### config.mk
export PLATFORM = sky130hd
export DESIGN_NAME = sps_status_irq
export DESIGN_NICKNAME = d
export VERILOG_FILES = /design/src/hdl/sps_status_irq.v
export VERILOG_INCLUDE_DIRS = /design/src /design/src/hdl
export SDC_FILE = /design/constraint.sdc
export NUM_CORES = 1
export LEC_CHECK = 0
export BUFFER_PORTS_ARGS = -buffer_cell sky130_fd_sc_hd__buf_2
export CORE_MARGIN = 5
export CORE_UTILIZATION = 43
export CTS_CLUSTER_SIZE = 30
export DETAILED_ROUTE_END_ITERATION = 8
export GPL_TIMING_DRIVEN = 0
export PLACE_DENSITY = 0.84
export SLEW_MARGIN = 20
export SYNTH_ARGS = -nofsm -noshare
export SYNTH_HDL_FRONTEND = slang
export SYNTH_SLANG_ARGS = --single-unit
export TNS_END_PERCENT = 100
### constraint.sdc
create_clock -name ref_clk_in -period 1.69 [get_ports ref_clk_in]
set_clock_uncertainty 0.15 [all_clocks]
set_input_delay 0.169 -clock ref_clk_in [delete_from_list [all_inputs] [get_ports ref_clk_in]]
set_output_delay 0.169 -clock ref_clk_in [all_outputs]
set_load 0.02 [all_outputs]
### src/hdl/sps_defines.vh
// Behaviour
// - software write of 0 after reading 1 clears the transmit-empty flag
// - DMA write of the transmit holding register clears the transmit-empty flag
// - transmit-empty flag sets on shift load, transmit disable, reset; resets to 1
// - receive-full clears on DMA read, 0-after-1 write, receive disable, reset
// - receive-full sets when normal reception copies shift register to holding register
// - four request sources: overrun, underrun, receive full, transmit empty
// - receive-full and transmit-empty requests gated by their interrupt enable bits
// - overrun and underrun requests have no enable gating
// - receive-full request asserted when its flag is 1 and enabled
// - transmit-empty request asserted when its flag is 1 and enabled
// - overrun and underrun requests follow their error flags
// - only receive-full and transmit-empty requests may start DMA transfers
// - fixed priority: overrun, underrun, receive full, transmit empty
// - underrun flag sets when transmission starts while transmit-empty is 1
// - overrun flag sets when reception completes while receive-full is 1
`ifndef SPS_DEFINES_VH
`define SPS_DEFINES_VH
`define SPS_ADDR_CTRL 4'h0
`define SPS_ADDR_STAT 4'h4
`define SPS_ADDR_IRQ_STAT 4'h8
`define SPS_ADDR_IRQ_MASK 4'hC
`define SPS_CTRL_RX_EN 0
`define SPS_CTRL_TX_EN 1
`define SPS_CTRL_RX_IE 2
`define SPS_CTRL_TX_IE 3
`define SPS_CTRL_WMASK 16'h007F
`define SPS_STAT_RX_FULL 0
`define SPS_STAT_TX_EMPTY 1
`define SPS_STAT_OVERRUN 2
`define SPS_STAT_UNDERRUN 3
`define SPS_CTRL_RESET 16'h0000
`define SPS_STAT_RESET 16'h0002
`define SPS_RESP_OKAY 2'b00
`define SPS_RESP_SLVERR 2'b10
`endif

### src/hdl/sps_status_irq.v
`timescale 1ns/1ps
`default_nettype none
`include "sps_defines.vh"
module sps_status_irq
(
   // clock and reset
   input wire ref_clk_in,
   input wire rstn_in,
   // axi4-lite write address
   input wire s_axi_awvalid_in,
   output reg s_axi_awready_out,
   input wire [3:0] s_axi_awaddr_in,
   // axi4-lite write data
   input wire s_axi_wvalid_in,
   output reg s_axi_wready_out,
   input wire [31:0] s_axi_wdata_in,
   input wire [3:0] s_axi_wstrb_in,
   // axi4-lite write response
   output reg s_axi_bvalid_out,
   input wire s_axi_bready_in,
   output reg [1:0] s_axi_bresp_out,
   // axi4-lite read address
   input wire s_axi_arvalid_in,
   output reg s_axi_arready_out,
   input wire [3:0] s_axi_araddr_in,
   // axi4-lite read data
   output reg s_axi_rvalid_out,
   input wire s_axi_rready_in,
   output reg [31:0] s_axi_rdata_out,
   output reg [1:0] s_axi_rresp_out,
   // serial engine and DMA strobes, same clock
   input wire tx_load_shift_in,
   input wire tx_start_in,
   input wire rx_done_in,
   input wire dma_tx_write_in,
   input wire dma_rx_read_in,
   // control bits toward the serial engine
   output reg [6:0] serial_control_out,
   // request lines
   output reg overrun_request_out,
   output reg underrun_request_out,
   output reg rx_full_request_out,
   output reg tx_empty_request_out,
   output reg dma_rx_request_out,
   output reg dma_tx_request_out,
   output reg [1:0] top_request_code_out,
   output reg top_request_valid_out,
   output reg irq_out
);
   reg [15:0] ctrl_q;
   reg rx_full_flag_q;
   reg tx_empty_flag_q;
   reg overrun_flag_q;
   reg underrun_flag_q;
   // per-flag armed bit: set when software reads the flag as 1
   reg [3:0] read_armed_q;
   reg [3:0] irq_stat_q;
   reg [3:0] irq_mask_q;
   reg [3:0] aw_addr_q;
   reg aw_have_q;
   reg [31:0] w_data_q;
   reg [3:0] w_strb_q;
   reg w_have_q;
   wire [3:0] flags;
   wire do_write;
   wire wr_ok;
   wire wr_ctrl;
   wire wr_stat;
   wire wr_istat;
   wire wr_imask;
   wire [3:0] sw_clear;
   wire tx_en_fall;
   wire rx_en_fall;
   wire [15:0] ctrl_new;
   wire do_read;
   wire rd_stat;
   wire [3:0] events;
   wire rx_en;
   wire tx_en;
   wire rx_ie;
   wire tx_ie;
   wire rx_full_set;
   wire tx_empty_set;
   wire overrun_flag_d_set;
   wire underrun_flag_d_set;
   reg [31:0] rd_data;
   reg rd_ok;

   assign flags = {underrun_flag_q, overrun_flag_q, tx_empty_flag_q, rx_full_flag_q};
   assign do_write = aw_have_q && w_have_q && !s_axi_bvalid_out;
   assign wr_ok = do_write && (aw_addr_q[1:0] == 2'b00);
   assign wr_ctrl = wr_ok && (aw_addr_q == `SPS_ADDR_CTRL) && w_strb_q[0];
   assign wr_stat = wr_ok && (aw_addr_q == `SPS_ADDR_STAT) && w_strb_q[0];
   assign wr_istat = wr_ok && (aw_addr_q == `SPS_ADDR_IRQ_STAT) && w_strb_q[0];
   assign wr_imask = wr_ok && (aw_addr_q == `SPS_ADDR_IRQ_MASK) && w_strb_q[0];
   // clear only a flag written 0 after it was read as 1
   assign sw_clear = {4{wr_stat}} & ~w_data_q[3:0] & read_armed_q;
   assign ctrl_new = wr_ctrl ? (w_data_q[15:0] & `SPS_CTRL_WMASK) : ctrl_q;
   assign tx_en_fall = ctrl_q[`SPS_CTRL_TX_EN] && !ctrl_new[`SPS_CTRL_TX_EN];
   assign rx_en_fall = ctrl_q[`SPS_CTRL_RX_EN] && !ctrl_new[`SPS_CTRL_RX_EN];
   assign rx_en = ctrl_q[`SPS_CTRL_RX_EN];
   assign tx_en = ctrl_q[`SPS_CTRL_TX_EN];
   assign rx_ie = ctrl_q[`SPS_CTRL_RX_IE];
   assign tx_ie = ctrl_q[`SPS_CTRL_TX_IE];
   assign do_read = s_axi_arvalid_in && s_axi_arready_out;
   assign rd_stat = do_read && (s_axi_araddr_in == `SPS_ADDR_STAT);
   // set conditions of the flags feed the sticky interrupt status
   assign events = {underrun_flag_d_set, overrun_flag_d_set, tx_empty_set, rx_full_set};

   assign rx_full_set = rx_done_in && rx_en && !rx_full_flag_q;
   assign overrun_flag_d_set = rx_done_in && rx_en && rx_full_flag_q;
   assign tx_empty_set = (tx_load_shift_in && tx_en) || tx_en_fall;
   assign underrun_flag_d_set = tx_start_in && tx_en && tx_empty_flag_q;

   always @*
   begin
      rd_data = 32'h0000_0000;
      rd_ok = 1'b1;
      case (s_axi_araddr_in)
         `SPS_ADDR_CTRL: rd_data = {16'h0000, ctrl_q};
         `SPS_ADDR_STAT: rd_data = {28'h000_0000, flags};
         `SPS_ADDR_IRQ_STAT: rd_data = {28'h000_0000, irq_stat_q};
         `SPS_ADDR_IRQ_MASK: rd_data = {28'h000_0000, irq_mask_q};
         default: rd_ok = 1'b0;
      endcase
   end

   // write address channel: one-cycle ready pulse, address held until the write is done
   always @(posedge ref_clk_in)
   begin
      if (!rstn_in)
      begin
         s_axi_awready_out <= 1'b0;
         aw_addr_q <= 4'h0;
         aw_have_q <= 1'b0;
      end
      else
      begin
         s_axi_awready_out <= !aw_have_q && !s_axi_awready_out && s_axi_awvalid_in;
         if (s_axi_awvalid_in && s_axi_awready_out)
         begin
            aw_addr_q <= s_axi_awaddr_in;
            aw_have_q <= 1'b1;
         end
         else if (do_write)
            aw_have_q <= 1'b0;
      end
   end

   // write data channel: taken independently of the address
   always @(posedge ref_clk_in)
   begin
      if (!rstn_in)
      begin
         s_axi_wready_out <= 1'b0;
         w_data_q <= 32'h0000_0000;
         w_strb_q <= 4'h0;
         w_have_q <= 1'b0;
      end
      else
      begin
         s_axi_wready_out <= !w_have_q && !s_axi_wready_out && s_axi_wvalid_in;
         if (s_axi_wvalid_in && s_axi_wready_out)
         begin
            w_data_q <= s_axi_wdata_in;
            w_strb_q <= s_axi_wstrb_in;
            w_have_q <= 1'b1;
         end
         else if (do_write)
            w_have_q <= 1'b0;
      end
   end

   // write response once both halves are held
   always @(posedge ref_clk_in)
   begin
      if (!rstn_in)
      begin
         s_axi_bvalid_out <= 1'b0;
         s_axi_bresp_out <= `SPS_RESP_OKAY;
      end
      else if (do_write)
      begin
         s_axi_bvalid_out <= 1'b1;
         if (wr_ok && (aw_addr_q <= `SPS_ADDR_IRQ_MASK))
            s_axi_bresp_out <= `SPS_RESP_OKAY;
         else
            s_axi_bresp_out <= `SPS_RESP_SLVERR;
      end
      else if (s_axi_bvalid_out && s_axi_bready_in)
         s_axi_bvalid_out <= 1'b0;
   end

   // read address channel: no new address while read data waits
   always @(posedge ref_clk_in)
   begin
      if (!rstn_in)
         s_axi_arready_out <= 1'b0;
      else
         s_axi_arready_out <= !s_axi_rvalid_out && !s_axi_arready_out && s_axi_arvalid_in;
   end

   // read data channel: data captured at the address handshake
   always @(posedge ref_clk_in)
   begin
      if (!rstn_in)
      begin
         s_axi_rvalid_out <= 1'b0;
         s_axi_rdata_out <= 32'h0000_0000;
         s_axi_rresp_out <= `SPS_RESP_OKAY;
      end
      else if (do_read)
      begin
         s_axi_rvalid_out <= 1'b1;
         s_axi_rdata_out <= rd_data;
         if (rd_ok)
            s_axi_rresp_out <= `SPS_RESP_OKAY;
         else
            s_axi_rresp_out <= `SPS_RESP_SLVERR;
      end
      else if (s_axi_rvalid_out && s_axi_rready_in)
         s_axi_rvalid_out <= 1'b0;
   end

   // control, flags, sticky status
   always @(posedge ref_clk_in)
   begin
      if (!rstn_in)
      begin
         ctrl_q <= `SPS_CTRL_RESET;
         rx_full_flag_q <= 1'b0;
         tx_empty_flag_q <= 1'b1;
         overrun_flag_q <= 1'b0;
         underrun_flag_q <= 1'b0;
      end
      else
      begin
         ctrl_q <= ctrl_new;
         // receive-full: set wins over clears in the same cycle
         if (rx_full_set)
            rx_full_flag_q <= 1'b1;
         else if (dma_rx_read_in || sw_clear[`SPS_STAT_RX_FULL] || rx_en_fall)
            rx_full_flag_q <= 1'b0;
         if (tx_empty_set)
            tx_empty_flag_q <= 1'b1;
         else if (dma_tx_write_in || sw_clear[`SPS_STAT_TX_EMPTY])
            tx_empty_flag_q <= 1'b0;
         if (overrun_flag_d_set)
            overrun_flag_q <= 1'b1;
         else if (sw_clear[`SPS_STAT_OVERRUN])
            overrun_flag_q <= 1'b0;
         if (underrun_flag_d_set)
            underrun_flag_q <= 1'b1;
         else if (sw_clear[`SPS_STAT_UNDERRUN])
            underrun_flag_q <= 1'b0;
      end
   end

   // arming: a read that sees a 1 arms, a status write with strobe bit 0 set disarms
   always @(posedge ref_clk_in)
   begin
      if (!rstn_in)
         read_armed_q <= 4'h0;
      else if (rd_stat)
         read_armed_q <= flags;
      else if (wr_stat)
         read_armed_q <= 4'h0;
   end

   // sticky interrupt status, write one to clear; a new event wins over the clear
   always @(posedge ref_clk_in)
   begin
      if (!rstn_in)
      begin
         irq_stat_q <= 4'h0;
         irq_mask_q <= 4'h0;
      end
      else
      begin
         irq_stat_q <= events | (irq_stat_q & ~({4{wr_istat}} & w_data_q[3:0]));
         if (wr_imask)
            irq_mask_q <= w_data_q[3:0];
      end
   end

   // interrupt level from unmasked sticky bits
   always @(posedge ref_clk_in)
   begin
      if (!rstn_in)
         irq_out <= 1'b0;
      else
         irq_out <= |(irq_stat_q & irq_mask_q);
   end

   // request levels and priority encode
   always @(posedge ref_clk_in)
   begin
      if (!rstn_in)
      begin
         serial_control_out <= 7'h00;
         overrun_request_out <= 1'b0;
         underrun_request_out <= 1'b0;
         rx_full_request_out <= 1'b0;
         tx_empty_request_out <= 1'b0;
         dma_rx_request_out <= 1'b0;
         dma_tx_request_out <= 1'b0;
         top_request_code_out <= 2'b00;
         top_request_valid_out <= 1'b0;
      end
      else
      begin
         serial_control_out <= ctrl_q[6:0];
         overrun_request_out <= overrun_flag_q;
         underrun_request_out <= underrun_flag_q;
         rx_full_request_out <= rx_full_flag_q && rx_ie;
         tx_empty_request_out <= tx_empty_flag_q && tx_ie;
         dma_rx_request_out <= rx_full_flag_q && rx_ie;
         dma_tx_request_out <= tx_empty_flag_q && tx_ie;
         top_request_valid_out <= overrun_flag_q || underrun_flag_q ||
            (rx_full_flag_q && rx_ie) || (tx_empty_flag_q && tx_ie);
         if (overrun_flag_q)
            top_request_code_out <= 2'd0;
         else if (underrun_flag_q)
            top_request_code_out <= 2'd1;
         else if (rx_full_flag_q && rx_ie)
            top_request_code_out <= 2'd2;
         else
            top_request_code_out <= 2'd3;
      end
   end
endmodule // sps_status_irq
`default_nettype wire

==> qor.txt, run 1 <==
sequential share of power = 46.6%
sequential area share after synthesis = 46.60%
Cell Count, Final, Fillers Out = 505
dpl cells = 462
crit-path max cell delay = 0.59 ns
Layout Area Growth over Synthesis = 35.92%
leading cell type in the layout, fill and taps excluded = dfxtp_1
TNS Setup = 0 ns
clk root buf = clkbuf_8
Initial Util = 44.40%
Avg WL per Cell = 14.62 um
DR WL met3 = 597 um
Setup violations, final = 0
crit path max-delay cell type = or4b_4
I/O Pins = 114
core area = 6386 um2
Remaining Overflow, GRT = 0
fmax = 598.0 MHz
Worst Setup Start Kind = register
nets@finish = 479
Main synth FF type = dfxtp_1
Max FO, Critical Path = 6
Reg2Reg Launch Point = aw_addr_q[1]$_SDFFE_PN0P_
1st-iter DRT viols = 164
Avg Inst Size Synth = 9.357 um2
Critical Setup Path Class = register to register
CP Data Required Time = 1.77 ns
number of global-route vias before repair = 2,499
Sink Count = 66
top sig layer = met4
critical-path cell list = or4b_4 -> buf_6 -> nor4_2 -> o21ai_1
Sw Share = 23.27%
CP endpoint kind = register
number of remaining DRC errors = 0
Yosys cell types = 44
worst setup path start = aw_addr_q[1]$_SDFFE_PN0P_
Leak Pwr = 0.001663 uW
Comb pwr share = 9.6%
Worst Hold Endpoint = irq_stat_q[2]$_SDFF_PN0_
Synth Cell Area = 2835 um2
final WL = 7385 um
final RePlAce weighted congestion = 0.8989
crit path DAT = 1.75 ns
detailed placement HPWL = 5333 um
Hold Vio Cnt, Final = 0
final core utilization = 60.34%
Clock Power Share = 43.8%
status = finished clean
Max-Cap Viols = 0
Die H = 91.20 um
buffers added on ports = 56
Synth top area share = 46.60%
vias per inst = 5.184
Detail Route Antenna Nets = 0
Synth async-reset ratio = 0%
worst hold-check path type = input pin to register
IR drop worst, VDD = 0.5574 mV
worst hold start = rx_done_in
warnings from Yosys = 0
drt pass-1 iters = 5
Slew Viols, Final = 0
CTS tree = built
RR Endpoint = overrun_flag_q$_SDFFE_PN0P_
Reg2Reg Depth = 4
EDFF count, synth = 0
die width = 91.20 um
H-tree depth = 3
first-pass GRT wire length = 12,270 um
PD cells = 890.5 nW/um2
largest area contributor in the netlist = dfxtp_1
share of layout cells above drive strength 1 = 30.61%
commonest cells after routing, fill and taps aside = 62 x dfxtp_1, 59 x buf_2, 32 x a21oi_1, 32 x buf_4, 27 x conb_1
max_slew headroom = 60.28%
initial antenna violation count = 0
largest net degree at the start of global routing = 12
Clock Path Buffers = 2
met1 wire length = 3122 um
worst hold stages = 3
GRT Total Usage = 17.94%
P_int = 2633 uW
Placed Area = 3309 um2
NetSw = 798.7 uW
crit path time final = 1.672 ns
DR WL met2 = 3534 um
unrepaired setup endpoints after global routing = true
Syn Inst Count = 303
final instance area = 3854 um2
TritonCTS Buffers = 9
diodes inserted = 0
row cnt = 29
vias post-DR = 2,618
synthesis-stage register bit count = 66
worst skew pair latency = 0.34 ns
r2r setup slk = 0.02 ns
clk slew on worst S/H paths = 0.07 ns
DIE AREA = 8317 um2
fin crit share = 98.95%
Slew @ Worst Pin = 0.5958 ns
synth top area cells = dfxtp_1 47%, buf_4 7.7%, a21oi_1 5.6%
logic make-up (layout without fill, tap and decap cells):
logic type / count (synthesis) / count (layout) / synth area share [%]
AOI/OAI and AO/OA: 66 / 66 / 14.39
buffers and inverters: 59 / 158 / 12.84
DFF: 66 / 66 / 46.60
muxes: 5 / 5 / 3.575
other: 1 / 27 / 0.1323
and+or+nand+nor: 106 / 106 / 22.46
layout make-up:
cell class	count	area, um2
Inverter	14	52.55
Timing Repair Buffer	83	538.0
Buffer	45	315.3
Clock inverter	4	73.82
Multi-Input combinational cell	204	1289
Clock buffer	12	155.1
Fill cell	536	2532
Tap cell	77	96.34
Sequential cell	66	1334
stage by stage:
| stage | setup slack, ns | total power [uW] | hold slack (ns) |
|---|---|---|---|
| finish | 0.01770 | 3432 | 0.005224 |
| global route | -0.02943 | 3573 | 0.01750 |
| CTS | 0.02082 | 3448 | 0.00004780 |
| detailed placement | -0.1160 | 1917 | 0.2871 |
| global placement | -0.09631 | 1912 | 0.2760 |
| floorplan | 0.05635 | 1837 | 0.1373 |
state kept, by name, indices dropped and copies added, names as in the netlist, 2 cells and up:
register              count
aw_addr_q                 4
ctrl_q                    7
irq_mask_q                4
irq_stat_q                4
read_armed_q              4
s_axi_rdata_out           7
serial_control_out        7
top_request_code_out      2
w_data_q                  7
synth_stat cells, types with 5 or more instances:
cell      number
a21oi_1       32
a22oi_1        6
a41o_1         5
and2_1        10
buf_4         29
clkbuf_1       8
dfxtp_1       66
inv_1         13
nand2_1       24
nand3_1       14
nand4_1       12
nor2_1         7
nor3_1         6
nor4_1         7
nor4b_1        5
o21ai_0        8
o31ai_1        6
worst max-delay path, delay by kind of cell (launching register included):
family | cells | cell delay (ns)
compound gates | 1 | 0.08
buf+inv | 1 | 0.17
flops | 1 | 0.34
simple gates | 2 | 0.82
power by group through the flow:
stage	clock network, uW	logic (uW)	registers [uW]
2_1_floorplan	0	193	1640
3_3_place_gp	0	274	1640
3_5_place_dp	0	279	1640
4_1_cts	1520	323	1600
5_1_grt	1610	360	1600
6_report	1500	330	1600
layer usage:
layer  track usage (%)  vias up
met5                 0        -
met4             7.579        0
met3             4.711       15
met2             27.70      109
met1             23.74     1209
li1                  -     1285
worst max path at each step:
stage | endpoint | slack (ns) | cells past startpoint
after floorplan | irq_stat_q[1]$_SDFF_PN0_ | 0.06 | 4
after global placement | underrun_flag_q$_SDFFE_PN0P_ | -0.1 | 4
after detailed placement | overrun_flag_q$_SDFFE_PN0P_ | -0.12 | 4
after CTS | overrun_flag_q$_SDFFE_PN0P_ | 0.02 | 4
after global routing | irq_stat_q[1]$_SDFF_PN0_ | -0.03 | 4
final | overrun_flag_q$_SDFFE_PN0P_ | 0.02 | 4
timing repair:
action,CTS,global route
setup endpoints to repair,12,12
pin swaps,2,1
buffers inserted,2,1
hold buffers,23,0
cloned,1,0
endpoints found under the hold margin,19,0
gates resized for setup,10,13
No activity file was read; power rests on OpenSTA's default activity.
==> run 2, diff against run 1 <==
--- a/config.mk
+++ b/config.mk
@@ -8,11 +8,11 @@
 export LEC_CHECK = 0
 export BUFFER_PORTS_ARGS = -buffer_cell sky130_fd_sc_hd__buf_2
 export CORE_MARGIN = 5
-export CORE_UTILIZATION = 43
+export CORE_UTILIZATION = 52
 export CTS_CLUSTER_SIZE = 30
 export DETAILED_ROUTE_END_ITERATION = 8
 export GPL_TIMING_DRIVEN = 0
-export PLACE_DENSITY = 0.84
+export PLACE_DENSITY = 0.94
 export SLEW_MARGIN = 20
 export SYNTH_ARGS = -nofsm -noshare
 export SYNTH_HDL_FRONTEND = slang
==> constraint.sdc (replaced) <==
create_clock -name ref_clk_in -period 2.1 [get_ports ref_clk_in]
set_clock_uncertainty 0.15 [all_clocks]
set_input_delay 0.21 -clock ref_clk_in [delete_from_list [all_inputs] [get_ports ref_clk_in]]
set_output_delay 0.21 -clock ref_clk_in [all_outputs]
set_load 0.02 [all_outputs]
==> run 2 against run 1 <==
Global-route usage is 3.3 points higher. Count of clock-buffer cells in the layout did not move. Critical path depth increased by 2. Total power shrank 26%. Largest power group unchanged. Highest routed layer unchanged. Flip-flop and latch count unchanged. First-iteration DRC count rose by 28%.
==> qor.txt, run 2 (synthesized netlist as in run 1, its figures left out) <==
max_slew headroom = 60.23% (about the same)
CP endpoint kind = register
core area = 5205 um2 (-18%)
setup bufs post-CTS = 0 (-2)
Reg2Reg Depth = 3 (-1)
P_int = 1950 uW (-26%)
Clock Path Buffers = 2 (unchanged)
nets@finish = 469 (-2.1%)
IR drop worst, VDD = 0.3782 mV (-32%)
share of layout cells above drive strength 1 = 27.34% (-3.3 points)
PD cells = 698.5 nW/um2 (-22%)
row cnt = 26 (-10%)
NetSw = 603.4 uW (-24%)
CTS Hold Bufs = 17 (-26%)
Sink Count = 66 (unchanged)
initial antenna violation count = 0 (unchanged)
CTS tree = built
Initial Util = 54.47% (+10 points)
Fillers = 409 (-24%)
DIE AREA = 7029 um2 (-15%)
Remaining Overflow, GRT = 0 (unchanged)
fin crit share = 88.40%
Worst Hold Endpoint = aw_addr_q[0]$_SDFFE_PN0P_
TNS Setup = 0 ns (unchanged)
Sw Share = 23.63% (+0.36 points)
status = finished clean
1st-iter DRT viols = 210 (+28%)
H-tree depth = 3 (unchanged)
largest net degree at the start of global routing = 11 (-1)
clk slew on worst S/H paths = 0.06 ns (about the same)
Critical Setup Path Class = input pin to register
Clock Power Share = 39.6% (-4.2 points)
TritonCTS Buffers = 9 (unchanged)
Worst Setup Start Kind = input pin
dpl cells = 455 (-1.5%)
Final Hold Slack = 0.02972 ns (+0.02450 ns)
Setup violations, final = 0 (unchanged)
Layout Area Growth over Synthesis = 28.95%
detailed placement HPWL = 5266 um (-1.3%)
Slew Viols, Final = 0 (unchanged)
worst hold stages = 3 (unchanged)
Die H = 83.84 um (-8.1%)
Cell Count, Final, Fillers Out = 487 (-3.6%)
crit path DAT = 1.94 ns (+0.19 ns)
Max-Cap Viols = 0 (unchanged)
leading cell type in the layout, fill and taps excluded = dfxtp_1
Leak Pwr = 0.001601 uW (-3.8%)
number of global-route vias before repair = 2,611 (+4.5%)
r2r setup slk = 0.30 ns (+0.28 ns)
first-pass GRT wire length = 12,120 um (-1.2%)
diodes inserted = 0 (unchanged)
worst skew pair latency = 0.34 ns (about the same)
post-CTS sizing = 0 (-10)
vias per inst = 5.388 (+3.9%)
GRT Total Usage = 21.24% (+3.3 points)
buffers added on ports = 56 (unchanged)
worst hold-check path type = input pin to register
Place WS = 0.3342 ns (+0.4502 ns)
Avg WL per Cell = 14.62 um (about the same)
die width = 83.84 um (-8.1%)
commonest cells after routing, fill and taps aside = 66 x dfxtp_1, 58 x buf_2, 32 x a21oi_1
unrepaired setup endpoints after global routing = false
Reg2Reg Launch Point = aw_addr_q[3]$_SDFFE_PN0P_
vias post-DR = 2,624 (+0.23%)
Slew @ Worst Pin = 0.5966 ns (+0.0007861 ns)
CP Data Required Time = 2.18 ns (+0.41 ns)
Comb pwr share = 9.9% (+0.3 points)
fmax = 538.7 MHz
Hold Vio Cnt, Final = 0 (unchanged)
Max FO, Critical Path = 8 (+2)
sequential share of power = 50.5% (+3.9 points)
Placed Area = 3301 um2 (-0.26%)
clk root buf = clkbuf_8
final RePlAce weighted congestion = 0.9177 (+2.1%)
worst hold start = s_axi_awvalid_in
final WL = 7118 um (-3.6%)
final instance area = 3656 um2 (-5.1%)
Detail Route Antenna Nets = 0 (unchanged)
Final WS setup = 0.2436 ns (+0.2259 ns)
I/O Pins = 114 (unchanged)
number of remaining DRC errors = 0 (unchanged)
drt pass-1 iters = 5 (unchanged)
RR Endpoint = read_armed_q[3]$_SDFFE_PN0P_
crit path time final = 1.856 ns
==> run 2: area by class of cell <==
type                    instances  area (um2)  area share (%)
clock buffers                  12       145.1           3.970
clock inverters                 3       40.04           1.095
plain buffers                  45       311.5           8.522
inverters                      14       52.55           1.437
multi-input cells             204        1247           34.12
flip-flops and latches         66        1321           36.14
repair buffers                 73       450.4           12.32
well taps                      70       87.58           2.396
==> run 2: power by group through the flow <==
stage | sequential, uW | combinational [uW] | clock [uW]
after detailed placement | 1320 | 224 | 0
after global placement | 1320 | 219 | 0
after global routing | 1290 | 275 | 1090
after CTS | 1290 | 249 | 1040
final | 1290 | 253 | 1010
after floorplan | 1320 | 156 | 0
==> run 2: worst max-delay path by stage <==
stage	from	to	slack, ns
after detailed placement	aw_addr_q[3]$_SDFFE_PN0P_	read_armed_q[0]$_SDFFE_PN0P_	0.33
final	s_axi_arvalid_in	read_armed_q[3]$_SDFFE_PN0P_	0.24
after global routing	aw_addr_q[3]$_SDFFE_PN0P_	read_armed_q[3]$_SDFFE_PN0P_	0.16
after floorplan	s_axi_bvalid_out$_SDFFE_PN0P_	irq_stat_q[1]$_SDFF_PN0_	0.47
after CTS	s_axi_arvalid_in	read_armed_q[0]$_SDFFE_PN0P_	0.28
after global placement	aw_have_q$_SDFFE_PN0P_	underrun_flag_q$_SDFFE_PN0P_	0.39
==> run 2: metal layers <==
layer | vias to the layer above | wire length, um | track usage [%]
met2 | 144 | 3479 | 34.35
met3 | 14 | 623 | 6.614
met1 | 1205 | 2884 | 25.61
met4 | 0 | 130 | 10.09
li1 | 1261 | - | -
met5 | - | 0 | 0
==> run 2: per-stage QoR <==
stage	total power (uW)	utilization, %
detailed placement	1542	63.41
finish	2554	70.24
CTS	2575	70.24
floorplan	1479	-
global route	2657	70.24
global placement	1536	63.41
==> run 2: critical path, cell delays in order <==
cell           delay (ns)
dlygate4sd3_1        0.51
buf_2                0.14
nand4bb_1            0.14
clkbuf_1             0.25
or3_1                0.42
a41o_1               0.26
